`config.mk`:
```
export PLATFORM = sky130hd
export DESIGN_NAME = pin_ctrl_irq_mux
export DESIGN_NICKNAME = d
export VERILOG_FILES = /design/src/shared/pin_ctrl_pkg.sv /design/src/shared/pin_cfg_if.sv /design/src/core/pin_irq_detect.sv /design/src/core/pin_axil_regs.sv /design/src/core/pin_ctrl_irq_mux.sv
export SDC_FILE = /design/constraint.sdc
export NUM_CORES = 1
export LEC_CHECK = 0
export ABC_AREA = 1
export BUFFER_PORTS_ARGS = -buffer_cell sky130_fd_sc_hd__buf_2
export CAP_MARGIN = 10
export CELL_PAD_IN_SITES_DETAIL_PLACEMENT = 0
export CELL_PAD_IN_SITES_GLOBAL_PLACEMENT = 1
export CORE_AREA = 2 2 150 189
export DETAILED_ROUTE_END_ITERATION = 12
export DIE_AREA = 0 0 152 191
export PLACE_DENSITY = 0.81
export SYNTH_ARGS = -nofsm -noshare
export SYNTH_HDL_FRONTEND = slang
export SYNTH_SLANG_ARGS = --single-unit
export TNS_END_PERCENT = 10
```
`constraint.sdc`:
```
create_clock -name CORE_CLK -period 2.6 [get_ports CORE_CLK]
set_clock_uncertainty 0.2 [all_clocks]
set_input_delay 0.26 -clock CORE_CLK [delete_from_list [all_inputs] [get_ports CORE_CLK]]
set_output_delay 0.26 -clock CORE_CLK [all_outputs]
set_load 0.02 [all_outputs]
```
`src/shared/pin_ctrl_pkg.sv`:
```
// constants for the five-pin control register block
package pin_ctrl_pkg;
   localparam int NPIN = 5;
   // pin index: 0 = pin23, 1..4 = pin28..pin31
   localparam logic [7:0] OFF_PIN23 = 8'h60;
   localparam logic [7:0] OFF_PIN28 = 8'h74;
   localparam logic [7:0] OFF_PIN29 = 8'h78;
   localparam logic [7:0] OFF_PIN30 = 8'h7c;
   localparam logic [7:0] OFF_PIN31 = 8'h80;
   localparam logic [31:0] CTRL_WMASK = 32'h02f0_7bef;
   localparam logic [31:0] CTRL_RESET = 32'h0000_1000;
   localparam int B_MASK = 25;
   localparam int B_TRIG_HI = 23;
   localparam int B_TRIG_LO = 21;
   localparam int B_DETEN = 20;
   localparam int B_DRV_HI = 14;
   localparam int B_DRV_LO = 12;
   localparam int B_PU_B11 = 11;
   localparam int B_PD_WEAK = 9;
   localparam int B_PU_B8 = 8;
   localparam int B_INEN = 7;
   localparam int B_OUTEN = 6;
   localparam int B_HYST = 5;
   localparam int B_FUNC_HI = 3;
   localparam int B_FUNC_LO = 0;
   localparam logic [2:0] TRIG_RISE = 3'h0;
   localparam logic [2:0] TRIG_FALL = 3'h1;
   localparam logic [2:0] TRIG_BOTH = 3'h2;
   localparam logic [2:0] TRIG_HIGH = 3'h3;
   localparam logic [2:0] TRIG_LOW = 3'h4;
   localparam logic [3:0] FN_GPIO = 4'h0;
   localparam logic [3:0] FN_AUDIO_TX = 4'h5;
   localparam logic [3:0] FN_PWM_CHANNEL_TWO_OUT = 4'h6;
   localparam logic [3:0] FN_SER0_TX = 4'h7;
   localparam logic [3:0] FN_CARD1_CMD = 4'hd;
   localparam logic [3:0] FN_CARD0_D3 = 4'he;
   localparam logic [3:0] FN_CARD0_D0 = 4'hf;
   localparam logic [1:0] RESP_OKAY = 2'h0;
   localparam logic [1:0] RESP_SLVERR = 2'h2;
endpackage : pin_ctrl_pkg

```
`src/shared/pin_cfg_if.sv`:
```
// register contents, pending-clear strobe and pending flags shared between slave and pin logic
`timescale 1ns/1ps
interface pin_cfg_if;
   logic [31:0] ctrl [5];
   logic [4:0]  pend_clr;
   logic [4:0]  pend;
   modport regs (output ctrl, output pend_clr, input pend);
   modport pins (input ctrl, input pend_clr, output pend);
endinterface : pin_cfg_if

```
`src/core/pin_irq_detect.sv`:
```
// per-pin trigger detection, pending flag and forward gate
`timescale 1ns/1ps
module pin_irq_detect
   import pin_ctrl_pkg::*;
(
   input  wire logic        clk,
   input  wire logic        arst_n,
   input  wire logic [31:0] ctrl,
   input  wire logic        pin_in,
   input  wire logic        pend_clr,
   output logic             pend,
   output logic             irq_fwd
);
   logic       last_in;
   logic       next_last_in;
   logic       next_pend;
   logic       next_irq_fwd;
   logic       event_hit;
   logic [2:0] trig;

   always_comb begin
      trig = ctrl[B_TRIG_HI:B_TRIG_LO];
      case (trig)
         TRIG_RISE: event_hit = pin_in & ~last_in;
         TRIG_FALL: event_hit = ~pin_in & last_in;
         TRIG_BOTH: event_hit = pin_in ^ last_in;
         TRIG_HIGH: event_hit = pin_in;
         TRIG_LOW:  event_hit = ~pin_in;
         default:   event_hit = 1'b0;
      endcase
      next_last_in = pin_in;
      // detect disabled: no new pending and no request; a set pending flag holds until cleared
      if (!ctrl[B_DETEN]) begin
         next_pend = pend & ~pend_clr;
         next_irq_fwd = 1'b0;
      end else begin
         // set wins over a clear in the same cycle
         next_pend = event_hit | (pend & ~pend_clr);
         next_irq_fwd = event_hit & ctrl[B_MASK];
      end
   end

   always_ff @(posedge clk or negedge arst_n) begin
      if (!arst_n) begin
         last_in <= 1'b0;
         pend    <= 1'b0;
         irq_fwd <= 1'b0;
      end else begin
         last_in <= next_last_in;
         pend    <= next_pend;
         irq_fwd <= next_irq_fwd;
      end
   end
endmodule : pin_irq_detect

```
`src/core/pin_axil_regs.sv`:
```
// AXI4-Lite slave holding the five pin control registers
//
// Local design decision: the AXI4-Lite register port.
`timescale 1ns/1ps
module pin_axil_regs
   import pin_ctrl_pkg::*;
(
   input  wire logic        clk,
   input  wire logic        arst_n,
   input  wire logic [7:0]  awaddr,
   input  wire logic        awvalid,
   output logic             awready,
   input  wire logic [31:0] wdata,
   input  wire logic [3:0]  wstrb,
   input  wire logic        wvalid,
   output logic             wready,
   output logic [1:0]       bresp,
   output logic             bvalid,
   input  wire logic        bready,
   input  wire logic [7:0]  araddr,
   input  wire logic        arvalid,
   output logic             arready,
   output logic [31:0]      rdata,
   output logic [1:0]       rresp,
   output logic             rvalid,
   input  wire logic        rready,
   pin_cfg_if.regs          cfg
);
   logic [31:0] ctrl [NPIN];
   logic [31:0] next_ctrl [NPIN];
   logic [7:0]  aw_q, next_aw_q;
   logic        aw_have, next_aw_have;
   logic [31:0] w_q, next_w_q;
   logic [3:0]  s_q, next_s_q;
   logic        w_have, next_w_have;
   logic        next_bvalid, next_rvalid;
   logic        next_awready, next_wready, next_arready;
   logic [1:0]  next_bresp, next_rresp;
   logic [31:0] next_rdata;
   logic [4:0]  next_clr, clr;
   logic [31:0] bmask;
   int          widx, ridx;

   function automatic int decode(input logic [7:0] a);
      case (a)
         OFF_PIN23: decode = 0;
         OFF_PIN28: decode = 1;
         OFF_PIN29: decode = 2;
         OFF_PIN30: decode = 3;
         OFF_PIN31: decode = 4;
         default:   decode = -1;
      endcase
   endfunction : decode

   assign cfg.pend_clr = clr;
   for (genvar i = 0; i < NPIN; i++) begin : g_out
      assign cfg.ctrl[i] = ctrl[i];
   end

   always_comb begin
      next_ctrl = ctrl;
      next_aw_q = aw_q;
      next_aw_have = aw_have;
      next_w_q = w_q;
      next_s_q = s_q;
      next_w_have = w_have;
      next_bvalid = bvalid & ~bready;
      next_bresp = bresp;
      next_rvalid = rvalid & ~rready;
      next_rresp = rresp;
      next_rdata = rdata;
      next_clr = 5'h0;
      bmask = 32'h0;
      widx = -1;
      ridx = -1;
      if (awvalid && awready) begin
         next_aw_q = awaddr;
         next_aw_have = 1'b1;
      end
      if (wvalid && wready) begin
         next_w_q = wdata;
         next_s_q = wstrb;
         next_w_have = 1'b1;
      end
      if (next_aw_have && next_w_have && !bvalid) begin
         widx = decode({next_aw_q[7:2], 2'b00});
         bmask = {{8{next_s_q[3]}}, {8{next_s_q[2]}},
                  {8{next_s_q[1]}}, {8{next_s_q[0]}}};
         bmask = bmask & CTRL_WMASK;
         if (widx >= 0) begin
            next_ctrl[widx] = (ctrl[widx] & ~bmask) | (next_w_q & bmask);
            // writing the detect-enable bit low drops the pending flag
            next_clr[widx] = bmask[B_DETEN] & ~next_w_q[B_DETEN];
            next_bresp = RESP_OKAY;
         end else begin
            next_bresp = RESP_SLVERR;
         end
         next_aw_have = 1'b0;
         next_w_have = 1'b0;
         next_bvalid = 1'b1;
      end
      if (arvalid && arready) begin
         ridx = decode({araddr[7:2], 2'b00});
         next_rvalid = 1'b1;
         if (ridx >= 0) begin
            next_rdata = ctrl[ridx] & CTRL_WMASK;
            next_rresp = RESP_OKAY;
         end else begin
            next_rdata = 32'h0;
            next_rresp = RESP_SLVERR;
         end
      end
      // readies are flops holding next cycle's idle state, same timing
      next_awready = ~next_aw_have & ~next_bvalid;
      next_wready = ~next_w_have & ~next_bvalid;
      next_arready = ~next_rvalid;
   end

   always_ff @(posedge clk or negedge arst_n) begin
      if (!arst_n) begin
         for (int i = 0; i < NPIN; i++) begin
            ctrl[i] <= CTRL_RESET;
         end
         aw_q <= 8'h0;
         aw_have <= 1'b0;
         w_q <= 32'h0;
         s_q <= 4'h0;
         w_have <= 1'b0;
         bvalid <= 1'b0;
         bresp <= RESP_OKAY;
         rvalid <= 1'b0;
         rresp <= RESP_OKAY;
         rdata <= 32'h0;
         clr <= 5'h0;
         awready <= 1'b1;
         wready <= 1'b1;
         arready <= 1'b1;
      end else begin
         ctrl <= next_ctrl;
         aw_q <= next_aw_q;
         aw_have <= next_aw_have;
         w_q <= next_w_q;
         s_q <= next_s_q;
         w_have <= next_w_have;
         bvalid <= next_bvalid;
         bresp <= next_bresp;
         rvalid <= next_rvalid;
         rresp <= next_rresp;
         rdata <= next_rdata;
         clr <= next_clr;
         awready <= next_awready;
         wready <= next_wready;
         arready <= next_arready;
      end
   end
endmodule : pin_axil_regs

```
`src/core/pin_ctrl_irq_mux.sv`:
```
// top: pin control registers, pad controls, trigger detection, pin 23 mux
`timescale 1ns/1ps
module pin_ctrl_irq_mux
   import pin_ctrl_pkg::*;
(
   input  wire logic        CORE_CLK,
   input  wire logic        ARST_N,
   input  wire logic [7:0]  S_AXI_AWADDR,
   input  wire logic        S_AXI_AWVALID,
   output logic             S_AXI_AWREADY,
   input  wire logic [31:0] S_AXI_WDATA,
   input  wire logic [3:0]  S_AXI_WSTRB,
   input  wire logic        S_AXI_WVALID,
   output logic             S_AXI_WREADY,
   output logic [1:0]       S_AXI_BRESP,
   output logic             S_AXI_BVALID,
   input  wire logic        S_AXI_BREADY,
   input  wire logic [7:0]  S_AXI_ARADDR,
   input  wire logic        S_AXI_ARVALID,
   output logic             S_AXI_ARREADY,
   output logic [31:0]      S_AXI_RDATA,
   output logic [1:0]       S_AXI_RRESP,
   output logic             S_AXI_RVALID,
   input  wire logic        S_AXI_RREADY,
   input  wire logic [4:0]  PAD_IN,
   input  wire logic [4:0]  GPIO_OUT,
   input  wire logic        DIGITAL_AUDIO_TX_OUT,
   input  wire logic        PWM_CHANNEL_TWO_OUT,
   input  wire logic        SERIAL_PORT0_TRANSMIT,
   input  wire logic        CARD_PORT1_COMMAND,
   input  wire logic        CARD_PORT0_DATA3,
   input  wire logic        CARD_PORT0_DATA0,
   output logic [4:0]       PAD_OUT,
   output logic [4:0]       PAD_OE,
   output logic [4:0]       PAD_IE,
   output logic [4:0]       PAD_HYST,
   output logic [14:0]      PAD_DRIVE,
   output logic [4:0]       PAD_PU_10K,
   output logic [4:0]       PAD_PU_50K,
   output logic [4:0]       PAD_PD_100K,
   output logic [19:0]      PAD_FUNC,
   output logic [4:0]       PIN_DATA_IN,
   output logic [4:0]       IRQ_PENDING,
   output logic [4:0]       IRQ_TO_INTERRUPT_CONTROLLER_UNIT
);
   pin_cfg_if cfg ();
   logic [4:0]  irq_fwd;
   logic [4:0]  gated_in;
   logic [4:0]  next_out, next_oe, next_ie, next_hyst;
   logic [4:0]  next_pu10, next_pu50, next_pd, next_din;
   logic [14:0] next_drive;
   logic [19:0] next_func;
   logic        fn_out23;

   pin_axil_regs u_regs (
      .clk     (CORE_CLK),
      .arst_n  (ARST_N),
      .awaddr  (S_AXI_AWADDR),
      .awvalid (S_AXI_AWVALID),
      .awready (S_AXI_AWREADY),
      .wdata   (S_AXI_WDATA),
      .wstrb   (S_AXI_WSTRB),
      .wvalid  (S_AXI_WVALID),
      .wready  (S_AXI_WREADY),
      .bresp   (S_AXI_BRESP),
      .bvalid  (S_AXI_BVALID),
      .bready  (S_AXI_BREADY),
      .araddr  (S_AXI_ARADDR),
      .arvalid (S_AXI_ARVALID),
      .arready (S_AXI_ARREADY),
      .rdata   (S_AXI_RDATA),
      .rresp   (S_AXI_RRESP),
      .rvalid  (S_AXI_RVALID),
      .rready  (S_AXI_RREADY),
      .cfg     (cfg.regs)
   );

   // a disabled input buffer reads as low to both data and detector
   for (genvar i = 0; i < NPIN; i++) begin : g_pin
      assign gated_in[i] = PAD_IN[i] & cfg.ctrl[i][B_INEN];
      pin_irq_detect u_det (
         .clk      (CORE_CLK),
         .arst_n   (ARST_N),
         .ctrl     (cfg.ctrl[i]),
         .pin_in   (gated_in[i]),
         .pend_clr (cfg.pend_clr[i]),
         .pend     (cfg.pend[i]),
         .irq_fwd  (irq_fwd[i])
      );
   end

   always_comb begin
      // peripheral routing for pin 23; unlisted codes drive low
      case (cfg.ctrl[0][B_FUNC_HI:B_FUNC_LO])
         FN_GPIO:      fn_out23 = GPIO_OUT[0];
         FN_AUDIO_TX:  fn_out23 = DIGITAL_AUDIO_TX_OUT;
         FN_PWM_CHANNEL_TWO_OUT:      fn_out23 = PWM_CHANNEL_TWO_OUT;
         FN_SER0_TX:   fn_out23 = SERIAL_PORT0_TRANSMIT;
         FN_CARD1_CMD: fn_out23 = CARD_PORT1_COMMAND;
         FN_CARD0_D3:  fn_out23 = CARD_PORT0_DATA3;
         FN_CARD0_D0:  fn_out23 = CARD_PORT0_DATA0;
         default:      fn_out23 = 1'b0;
      endcase
      for (int i = 0; i < NPIN; i++) begin
         // pins 28..31 route peripherals outside this block
         next_out[i] = (i == 0) ? fn_out23 : GPIO_OUT[i];
         next_oe[i] = cfg.ctrl[i][B_OUTEN];
         next_ie[i] = cfg.ctrl[i][B_INEN];
         next_hyst[i] = cfg.ctrl[i][B_HYST];
         next_pd[i] = cfg.ctrl[i][B_PD_WEAK];
         next_din[i] = gated_in[i];
         next_drive[3*i +: 3] = cfg.ctrl[i][B_DRV_HI:B_DRV_LO];
         next_func[4*i +: 4] = cfg.ctrl[i][B_FUNC_HI:B_FUNC_LO];
         if (i == 0) begin
            next_pu10[i] = cfg.ctrl[i][B_PU_B11];
            next_pu50[i] = cfg.ctrl[i][B_PU_B8];
         end else begin
            next_pu50[i] = cfg.ctrl[i][B_PU_B11];
            next_pu10[i] = cfg.ctrl[i][B_PU_B8];
         end
      end
   end

   always_ff @(posedge CORE_CLK or negedge ARST_N) begin
      if (!ARST_N) begin
         PAD_OUT <= 5'h0;
         PAD_OE <= 5'h0;
         PAD_IE <= 5'h0;
         PAD_HYST <= 5'h0;
         PAD_DRIVE <= 15'h1249;
         PAD_PU_10K <= 5'h0;
         PAD_PU_50K <= 5'h0;
         PAD_PD_100K <= 5'h0;
         PAD_FUNC <= 20'h0;
         PIN_DATA_IN <= 5'h0;
         IRQ_PENDING <= 5'h0;
         IRQ_TO_INTERRUPT_CONTROLLER_UNIT <= 5'h0;
      end else begin
         PAD_OUT <= next_out;
         PAD_OE <= next_oe;
         PAD_IE <= next_ie;
         PAD_HYST <= next_hyst;
         PAD_DRIVE <= next_drive;
         PAD_PU_10K <= next_pu10;
         PAD_PU_50K <= next_pu50;
         PAD_PD_100K <= next_pd;
         PAD_FUNC <= next_func;
         PIN_DATA_IN <= next_din;
         IRQ_PENDING <= cfg.pend;
         IRQ_TO_INTERRUPT_CONTROLLER_UNIT <= irq_fwd;
      end
   end
endmodule : pin_ctrl_irq_mux

```
# After elaboration in Yosys (flattened, before gate mapping)
# Index checks and enable logic that the tools add are counted.
# word_totals
reg_bits	352
latchBits	0
ram_bits	0
rom_bits	0
word_cells	219
mem_count	0
# classes
addsub	0
mul	0
div	0
n_lt_le_gt_ge	7
n_eq_ne	36
shift	0
n_mux	45
bitwise_logic	69
n_reduce_logical	15
# op_table
cell	count
$pmux W32 S5	2
$bmux W32 S3	2
$mux W32	6
$bwmux W160	1
$demux W32 S3	1
$ge A32 B1 Y1 const B	3
$mux W26	3
$ge A32 B4 Y1 const B	2
$not A32 Y32	2
$eq A6 B5 Y1 const B	8
$and A32 B26 Y32	1
$and A32 B32 Y32	1
$lt A32 B1 Y1 const B	1
$lt A32 B5 Y1 const B	1
$not A26 Y32	1
$or A32 B32 Y32	1
$and A1 B1 Y1	30
$eq A3 B2 Y1 const B	10
$pmux W1 S5	5
$not A1 Y1	22
$mux W1	17
$eq A3 B1 Y1 const B	5
$eq A3 B3 Y1 const B	5
$logic_not A3 Y1	5
other kinds (16)	37

# Depth between registers and ports, before layout
# Gate-level depths: netlist of the first run.
# logic_depth
word_depth	12
mapped_depth	16
mapped_depth_nobuf	15

# Hierarchy
# Synthesis of the first run repeated with hierarchy kept, for this count alone.
# hier_totals
cells_unflattened	1507
hier_area_um2	13690.6
# by_module_without_submodules
mod	instances	cells_per_inst	area_each_um2
pin_axil_regs	1	1245	10423.7
pin_ctrl_irq_mux	1	122	2284.7
pin_irq_detect	5	28	196.4

# Least setup slack after synthesis of the first run
# Ideal clock, no wire load.
# synth_timing
kind	register to register
from	register u_regs.awready
to	register u_regs.ctrl, in the netlist u_regs.cfg.ctrl[52]
setup_time_ns	0.119
arrival_time_ns	2.100
required_ns	2.281
setup_slack_ns	0.182
path_stages_with_launch	17
path_buffers	3
period_less_slack_ns	2.418
path_cell_list	dfstp_2 > buf_4 > nand3_1 > nand2_2 > inv_2 > nor2_2 > nand2_1 > nand2_1 > nand2_1 > nand2_8 > nand2_8 > nor2_4 > nand2_1 > buf_6 > buf_6 > nand2_1 > nand2_1
# synth_between
elab_chain_len	12
word_cells_on_any_way	26
classes_between	order compare: 3; eq/ne: 5; mux: 10; bitwise: 3; reduce/logical: 5
# synth_lines
item	line_no	text
start: declaration	pin_axil_regs.sv:12	output logic awready,
start signal: assignment	pin_axil_regs.sv:151	awready <= next_awready;
$logic_and A1 B1 Y1 (*)	pin_axil_regs.sv:76	if (awvalid && awready) begin
$mux W8 (*)	pin_axil_regs.sv:76	
net u_regs.next_aw_q[3]	pin_axil_regs.sv:31	logic [7:0] aw_q, next_aw_q;
$eq A6 B6 Y1 or $eq A6 B5 Y1 (tied branches)	pin_axil_regs.sv:45	case (a)
$pmux W32 S5 (*)	pin_axil_regs.sv:45	
$mux W32 (*)	pin_axil_regs.sv:85	if (next_aw_have && next_w_have && !bvalid) begin
branches (longest 7 deep; another with $ge A32 B4 Y1)	-	
end signal: assignment	pin_axil_regs.sv:139	ctrl <= next_ctrl;
end: declaration	pin_axil_regs.sv:29	logic [31:0] ctrl [NPIN];
# Mark *: on every way through the listed nets, which the timed path passes. The select of a mux whose other input is x is not followed.
# A chain may end at the register's enable or synchronous reset.

# Final worst setup path of the first run
# layout_timing
from	register u_regs.awready
to	register u_regs.ctrl, in the netlist u_regs.cfg.ctrl[135]
# layout_between
elab_chain_len	12
word_cells_on_any_way	26
classes_between	order compare: 3; eq/ne: 5; mux: 10; bitwise: 3; reduce/logical: 5
# layout_lines
item	line_no
$logic_and A1 B1 Y1 (*)	pin_axil_regs.sv:76
branches (longest 11 deep; another with $ge A32 B4 Y1)	-
# Every way passes the cells marked *. The select of a mux whose other input is x is not followed.

==> results of run 1 <==
[sequential cells by signal (all words and copies together) (netlist names), 6 cells and up]
name	count
u_regs.cfg.ctrl	90
PAD_FUNC	20
u_regs.rdata	18
u_regs.aw_q	6
u_regs.w_q	18
PAD_DRIVE	15
[power by group]
group	total, mW	internal, mW	switching [mW]
registers	4.75	4.40	0.348
logic	4.66	1.73	2.93
clock network	3.50	2.01	1.49
total	12.9	8.14	4.76
[worst max-delay path by stage]
stage                      endpoint  cells past startpoint  slack, ps           start
2_1_floorplan   u_regs.cfg.ctrl[52]                     16        180  u_regs.awready
3_3_place_gp   u_regs.cfg.ctrl[116]                     13       -170  u_regs.awready
3_5_place_dp    u_regs.cfg.ctrl[98]                     13       -300  u_regs.awready
4_1_cts        u_regs.cfg.ctrl[131]                     15        -30  u_regs.awready
5_1_grt         u_regs.cfg.ctrl[64]                     16       -180  u_regs.awready
6_report       u_regs.cfg.ctrl[135]                     16        -60  u_regs.awready
[critical path: stages, from the launching register on]
cell	delay, ps
dfstp_2	640
nand2_2	120
nand2_1	100
nand2_1	110
nand2_1	100
nor2_1	50
nand2_2	70
nand2_2	60
buf_6	120
o21ai_4	230
buf_12	170
buf_6	120
nand2_1	50
nand3_1	100
nand3_2	130
nand3_1	110
nand2_1	70
[placed cells by master, fill, tap and decap left out, types with 31 or more instances in the layout]
master / n
inv_1: 151
clkbuf_16: 31
nor2_1: 49
buf_4: 39
buf_2: 165
dlygate4sd3_1: 43
nand3_2: 38
nand3_1: 160
nand2_1: 363
dfrtp_1: 232
o21ai_0: 68
[through the flow]
step                hold WS, ps  utilization
global placement         -42.05       0.4710
CTS                       3.555       0.5208
global route              17.01       0.5476
detailed placement       -34.89       0.4710
floorplan                -235.6            -
finish                   -5.994       0.5476
[area by class of cell]
class,count,share of cell area
well taps,350,0.02928
repair buffers,292,0.1578
clock inverters,8,0.004769
flip-flops and latches,245,0.4110
clock buffers,36,0.04794
inverters,163,0.04233
multi-input cells,855,0.3069
[layer usage]
layer / share of wire / wire [µm] / GRT usage
met5: 0 / 0 / 0
met4: 0.039 / 1405 / 0.08160
met3: 0.075 / 2687 / 0.03673
met2: 0.48 / 17180 / 0.4014
met1: 0.41 / 14570 / 0.3116
[kinds of logic after synthesis]
family | after synthesis | share of synthesized area
buffers and inverters | 234 | 0.09245
other | 1 | 0.0003318
and+or+nand+nor | 694 | 0.2834
DFF | 245 | 0.5440
AOI/OAI and AO/OA | 134 | 0.06876
adders and majority gates | 10 | 0.01107
[timing repair]
action / 4_1_cts / 5_1_grt
hold buffers: 43 / 0
endpoints found under the setup margin: 89 / 93
pin swaps: 1 / 20
setup buffers: 5 / 9
gates cloned: 1 / 8
gates resized for setup: 8 / 103
hold endpoints to repair: 276 / 0
==> results.cfg, run 1 <==
[status]
status = finished, violations left
violations = hold timing, setup timing

[drt]
antenna_left = 0
num_vias = 10170
wl_per_cell_um = 18.39
viasPerCell = 5.217
drtIter0Drc = 665
finalWirelength_um = 35850
firstDrtPassIters = 5
drc = 0

[floorplanning]
rows = 68
ios = 201
dieWidth_um = 152
initial_core_util = 0.4138
die_y_um = 191
dieArea_um2 = 29030
core_um2 = 27310

[clock_tree]
cts-root-buf = clkbuf_16
clkTransAtPathRegs_ps = 70
numClockSinks = 245
cts_buffers = 25
h-tree-depth = 1
clk_latency_ps = 540
cts.path.max_buffers = 3
cts_tree = done

[critical_path]
endpoint_kind = register
cp_data_required_time_ps = 2820
r2r-end = u_regs.cfg.ctrl[135]
start_kind = register
cp_data_arrival_time_ps = 2880
r2r-start = u_regs.awready
criticalPathCategory = register to register
rrSetupSlack_ps = -60
crit_fanout = 5
reg2regPathDepth = 16

[logic_synthesis]
synth_edf_count = 0
ys.flop_type = dfrtp_1
synth_top_area_frac = 0.5137
syn_inst = 1318
yosysTopAreaCell = dfrtp_1
yosys_warnings = 0
synthesis.area_um2 = 11300
yosys-top-cells-area = dfrtp_1 51%, nand2_1 13%, nand3_1 8.5%, inv_1 5.0%, dfstp_2 3.0%
async_flop_share = 1.000
syn_area_per_cell_um2 = 8.574
synth_top_cells_by_count = 377 x nand2_1, 232 x dfrtp_1, 193 x nand3_1
seq_area_frac_synth = 0.5440
yosysUniqueCellTypes = 37
ys_ff_latch = 245
yosysMostFrequentCell = nand2_1

[place]
numPortBuffers = 166
dp_cells = 1839
place_area_um2 = 12860
pre_cts_ws_ps = -299.5
dp_hpwl_um = 23040
routabilityCongestion = 0.8689

[global_route]
grt_pass1_wl_um = 54490
grt_use_total = 0.2370
grt_overflow = 0
grt_pass1_vias = 9956
grt_max_degree = 78
grt_antenna_before_repair = 0

[sta]
fmax_mhz = 375.8
period_minus_slack_ps = 2661
finalMaxSlewViolations = 0
fin_setup_tns_ps = -805.6
timing.slew.headroom = 0.5460
worst_slack_ps = -60.76
hold_viol_final = 6
tightest_slew_ps = 673.8
rsz0062_at_grt = true
hold_ws_ps = -5.994
setup_viol = 41
finalCritPeriodShare = 1.023

[finish]
fillers = 2492
antenna_cells = 0
seqCellArea_um2 = 6147
layout-drive-gt1-share = 0.2683
final_cell_area_um2 = 14960
nets = 1667
multi_input_area_um2 = 4589
area_growth_pct = 32.34
fin_cells = 1949

[pwr]
power_density_nw_per_um2 = 862.8
p_leak_nw = 7.832
max-vdd-ir-drop_uv = 646.4
finalPower_mw = 12.90

[hold_path]
hp-class = input port to asynchronous set/reset pin

[job]
maxCapViolations = 0
Note: power is estimated with default switching activity, not from simulation.
==> inputs of run 2 (changes only) <==
--- a/config.mk
+++ b/config.mk
@@ -13,6 +13,7 @@
 export CORE_AREA = 2 2 150 189
 export DETAILED_ROUTE_END_ITERATION = 12
 export DIE_AREA = 0 0 152 191
+export HOLD_SLACK_MARGIN = 0.02
 export PLACE_DENSITY = 0.81
 export SYNTH_ARGS = -nofsm -noshare
 export SYNTH_HDL_FRONTEND = slang
==> run 2 against run 1 <==
Net effect: the flow now finishes without violations; sequential power is essentially flat; power shrank 4.1%; register-to-register slack gained 110 ps; die area stayed put; cell count decreased by 0.46%; routed wire length fell by 3.2%; critical path type unchanged; critical endpoint is now u_regs.cfg.ctrl[141]; largest power group unchanged.
==> results.cfg, run 2 (synthesized netlist as in run 1, its figures left out) <==
[clock_tree]
clkTransAtPathRegs_ps = 60
cts-root-buf = clkbuf_16
numClockSinks = 245
cts_buffers = 25
h-tree-depth = 1
cts_tree = done
clk_latency_ps = 530
cts.path.max_buffers = 3

[global_route]
grt_max_degree = 78
grt_overflow = 0
grt_use_total = 0.2380
grt_antenna_before_repair = 0
grt_pass1_wl_um = 54670
grt_pass1_vias = 9983

[pwr]
finalPower_mw = 12.37
max-vdd-ir-drop_uv = 665.8
power_density_nw_per_um2 = 853.2
p_leak_nw = 7.707

[floorplanning]
core_um2 = 27310
die_y_um = 191
initial_core_util = 0.4138
rows = 68
dieWidth_um = 152
dieArea_um2 = 29030
ios = 201

[finish]
final_util = 0.5309
antenna_cells = 0
final_common_cell = nand2_1
reg_top3 = u_regs.cfg.ctrl: 90 flops, PAD_FUNC: 20 flops
fin_cells = 1940
largest_register_ff_count = 90
area_growth_pct = 28.30
fillers = 2571
layout_common_cells = 373 x nand2_1, 232 x dfrtp_1, 181 x nand3_1, 165 x buf_2, 151 x inv_1
nets = 1658
top_register = u_regs.cfg.ctrl
layout-drive-gt1-share = 0.2421

[drt]
drtIter0Drc = 722
finalWirelength_um = 34710
firstDrtPassIters = 5
drc = 0
wl_per_cell_um = 17.89
viasPerCell = 5.163
num_vias = 10020
antenna_left = 0

[hold_path]
hp-class = input port to asynchronous set/reset pin

[critical_path]
worst_path_max_delay_cell = dfstp_2
crit_fanout = 16
start_kind = register
endpoint_kind = register
cp_data_arrival_time_ps = 2760
max_stage_delay_ps = 590
path_cells = buf_12, nand3_2, nand2_4, nor2_4, buf_4, nand3_4, buf_6, inv_2, o21ai_4, buf_8, nand2_1, nand3_1, nand3_2, nand3_1, nand2_1
criticalPathCategory = register to register
cp_data_required_time_ps = 2810

[sta]
worst_slack_ps = 49.65
rsz0062_at_grt = true
timing.slew.headroom = 0.5508
hold_viol_final = 0
tightest_slew_ps = 666.8
finalCritPeriodShare = 0.9809
setup_viol = 0
period_minus_slack_ps = 2550
finalMaxSlewViolations = 0
fmax_mhz = 392.1

[place]
dp_cells = 1839
pre_cts_ws_ps = -299.5
numPortBuffers = 166
routabilityCongestion = 0.8689
dp_hpwl_um = 23040

[job]
maxCapViolations = 0

[status]
status = finished clean
run 2: changes by cell type in the layout (fill, tap and decap cells not counted), moves of 4 or more:
| cell | delta |
|---|---|
| nand3_2 | -10 |
| nor2_4 | -4 |
| buf_6 | -4 |
| nand2_1 | +10 |
| clkbuf_16 | -5 |
| nand3_4 | -11 |
| nand3_1 | +21 |
| nand2_2 | -4 |
| nand2_4 | -7 |
run 2: metrics by stage:
step / area, µm² / hold WS (ps) / setup TNS (ps)
6_report: 14500 / 109.4 / 0
5_1_grt: 14500 / 132.1 / -3502
4_1_cts: 14270 / 120.7 / -29.23
3_5_place_dp: 12860 / -34.89 / -8322
3_3_place_gp: 12860 / -42.05 / -3710
2_1_floorplan: 11360 / -235.6 / 0
run 2: layout make-up:
type	count	area (µm²)	area share
clock buffers	36	716.9	0.04945
multi-input cells	854	4313	0.2975
inverters	163	620.6	0.04280
well taps	350	437.9	0.03020
repair buffers	284	2192	0.1512
clock inverters	8	71.32	0.004919
flip-flops and latches	245	6147	0.4240
run 2: worst max-delay path, delay by kind of cell (launching register included):
| kind | cells | cell delay [ps] |
|---|---|---|
| AND/OR/NAND/NOR | 9 | 800 |
| AO/OA/AOI/OAI | 1 | 200 |
| flip-flops | 1 | 590 |
| buffers and inverters | 5 | 650 |
run 2: layer usage:
layer | global-route usage | vias up | wire length, µm
li1 | - | 4689 | -
met1 | 0.3126 | 4843 | 14350
met2 | 0.4038 | 398 | 16630
met3 | 0.03673 | 86 | 2601
met4 | 0.08160 | 0 | 1123
met5 | 0 | - | 0
run 2: worst paths after layout:
path	cells past startpoint	from	slack (ps)	to
worst max-delay path	15	u_regs.awready	50	u_regs.cfg.ctrl[141]
worst min-delay path	3	ARST_N	110	g_pin[2].u_det.pend
worst max register to register	15	u_regs.awready	50	u_regs.cfg.ctrl[141]
worst min register to register	0	g_pin[0].u_det.irq_fwd	150	IRQ_TO_INTERRUPT_CONTROLLER_UNIT[0]
max in group asynchronous	3	ARST_N	1580	u_regs.wready
min in group CORE_CLK	0	g_pin[0].u_det.irq_fwd	150	IRQ_TO_INTERRUPT_CONTROLLER_UNIT[0]
run 2: report_power, final:
part / total, mW / internal, mW / switching [mW]
clock network: 3.49 / 2.01 / 1.48
registers: 4.73 / 4.40 / 0.333
logic: 4.15 / 1.49 / 2.66
run 2: what timing repair did:
action                                  4_1_cts  5_1_grt
hold endpoints to repair                    277        0
pin swaps                                     1        0
gates resized for setup                       8       39
hold buffers                                 47        0
cloned                                        1        1
endpoints found under the setup margin       89       93
setup buffers                                 5        3
==> inputs of run 3 (changes only) <==
--- a/config.mk
+++ b/config.mk
@@ -14,7 +14,7 @@
 export DETAILED_ROUTE_END_ITERATION = 12
 export DIE_AREA = 0 0 152 191
 export HOLD_SLACK_MARGIN = 0.02
-export PLACE_DENSITY = 0.81
+export PLACE_DENSITY = 0.87
 export SYNTH_ARGS = -nofsm -noshare
 export SYNTH_HDL_FRONTEND = slang
 export SYNTH_SLANG_ARGS = --single-unit
==> run 3 against run 2 <==
Net effect: clock power about the same; fmax down 1.3%; critical endpoint is now u_regs.cfg.ctrl[32]; sequential power about the same.
==> results.cfg, run 3 (synthesized netlist as in run 1, its figures left out) <==
[finish]
top_register = u_regs.cfg.ctrl
layout_common_cells = 365 x nand2_1, 232 x dfrtp_1, 165 x buf_2, 156 x nand3_1, 152 x inv_1
final_common_cell = nand2_1
fin_cells = 1946
fillers = 2456
area_growth_pct = 30.18
largest_register_ff_count = 90
nets = 1662
layout-drive-gt1-share = 0.2657
multi_input_area_um2 = 4549
seqCellArea_um2 = 6147
antenna_cells = 0
reg_top3 = u_regs.cfg.ctrl: 90 flops, PAD_FUNC: 20 flops

[clock_tree]
numClockSinks = 245
cts.path.max_buffers = 3
cts_buffers = 25
cts-root-buf = clkbuf_16
cts_tree = done
h-tree-depth = 1
clk_latency_ps = 540
clkTransAtPathRegs_ps = 70

[drt]
finalWirelength_um = 34430
drtIter0Drc = 709
wl_per_cell_um = 17.69
viasPerCell = 5.164
antenna_left = 0
drc = 0
num_vias = 10050
firstDrtPassIters = 5

[floorplanning]
ios = 201
rows = 68
initial_core_util = 0.4138
dieArea_um2 = 29030
dieWidth_um = 152
core_um2 = 27310
die_y_um = 191

[global_route]
grt_max_degree = 54
grt_antenna_before_repair = 0
grt_pass1_wl_um = 53090
grt_pass1_vias = 9826
grt_use_total = 0.2299
grt_overflow = 0

[sta]
finalMaxSlewViolations = 0
fmax_mhz = 386.9
setup_viol = 0
tightest_slew_ps = 528.9
rsz0062_at_grt = true
finalCritPeriodShare = 0.9941
timing.slew.headroom = 0.6450
fin_setup_tns_ps = 0
hold_viol_final = 0
period_minus_slack_ps = 2585

[pwr]
sw_frac_of_total = 0.3701
combPwrFrac = 0.350
max-vdd-ir-drop_uv = 668.9
power_switching_mw = 4.681
power_frac_seq = 0.375
p_leak_nw = 7.748
p_clk_frac = 0.275
power_density_nw_per_um2 = 859.7
intPower_mw = 7.967

[critical_path]
endpoint_kind = register
critPathBufInv = 4
cpLargestDelayFamily = simple AND/OR/NAND/NOR gates
criticalPathCategory = register to register
path_cells = nand2_4, nand2_1, nand2_1, buf_4, nor2_2, nand3_4, nand2_2, inv_2, nand2_8, nand2_8, nor2_4, nand2_4, inv_6, buf_8, nand3_2, nand2_2
max_stage_delay_ps = 630
cp_data_required_time_ps = 2880
cp_data_arrival_time_ps = 2860
start_kind = register
crit_fanout = 8
worst_path_max_delay_cell = dfstp_2

[job]
maxCapViolations = 0

[place]
numPortBuffers = 166
routabilityCongestion = 0.8575
dp_hpwl_um = 22890
dp_cells = 1841

[hold_path]
hp-class = input port to asynchronous set/reset pin

[status]
status = finished clean
[run 3: area by class of cell]
class | instances | share of cell area
Clock buffer | 36 | 0.04941
Clock inverter | 10 | 0.004252
Inverter | 163 | 0.04244
Multi-Input combinational cell | 855 | 0.3092
Sequential cell | 245 | 0.4178
Tap cell | 350 | 0.02977
Timing Repair Buffer | 287 | 0.1470
[run 3: layer usage]
metal / track usage / up-vias / part of all wire
met5: 0 / - / 0
met4: 0.1003 / 0 / 0.040
met3: 0.04783 / 100 / 0.086
met2: 0.3846 / 468 / 0.48
met1: 0.2899 / 4789 / 0.39
li1: - / 4692 / -
[run 3: path summary, 6_finish.rpt]
path                                        startpoint                                  end  slack, ps  cells after the start
min in group CORE_CLK                   S_AXI_WSTRB[2]                        u_regs.s_q[2]         60                      4
max in group asynchronous                       ARST_N                   u_regs.cfg.ctrl[8]       1290                      3
worst max register to register          u_regs.awready                  u_regs.cfg.ctrl[32]         20                     16
worst min-delay path                            ARST_N                  u_regs.cfg.ctrl[85]         40                      2
worst max-delay path                    u_regs.awready                  u_regs.cfg.ctrl[32]         20                     16
worst min register to register  g_pin[2].u_det.irq_fwd  IRQ_TO_INTERRUPT_CONTROLLER_UNIT[2]        150                      0
[run 3: stage by stage]
stage	cell area [µm²]	hold slack, ps	total power [mW]	setup slack [ps]	util
finish	14710	36.16	12.65	15.31	0.5387
global route	14710	67.01	13.33	-125.8	0.5387
CTS	14170	33.75	12.17	9.115	0.5189
detailed placement	12860	17.99	8.534	-247.0	0.4710
global placement	12860	12.19	8.474	-129.1	0.4710
floorplan	11360	-235.6	7.139	181.6	-
[run 3: repair_timing]
action	in CTS	in global routing
buffers inserted	3	7
pin swaps	1	20
hold endpoints to repair	278	0
cloned	0	3
hold buffers	46	0
gates resized for setup	10	82
setup endpoints to repair	53	92
[run 3: power groups by stage]
stage	clock, mW	sequential, mW	combinational (mW)
6_report	3.48	4.74	4.43
5_1_grt	3.68	4.80	4.85
4_1_cts	3.54	4.72	3.91
3_5_place_dp	0	4.78	3.75
3_3_place_gp	0	4.77	3.70
2_1_floorplan	0	4.90	2.24
[run 3: worst reg2reg max path: cells and delay by family (launching register included)]
family,cells,cell delay (ps)
buffers and inverters,4,440
DFF,1,630
and+or+nand+nor,12,1260
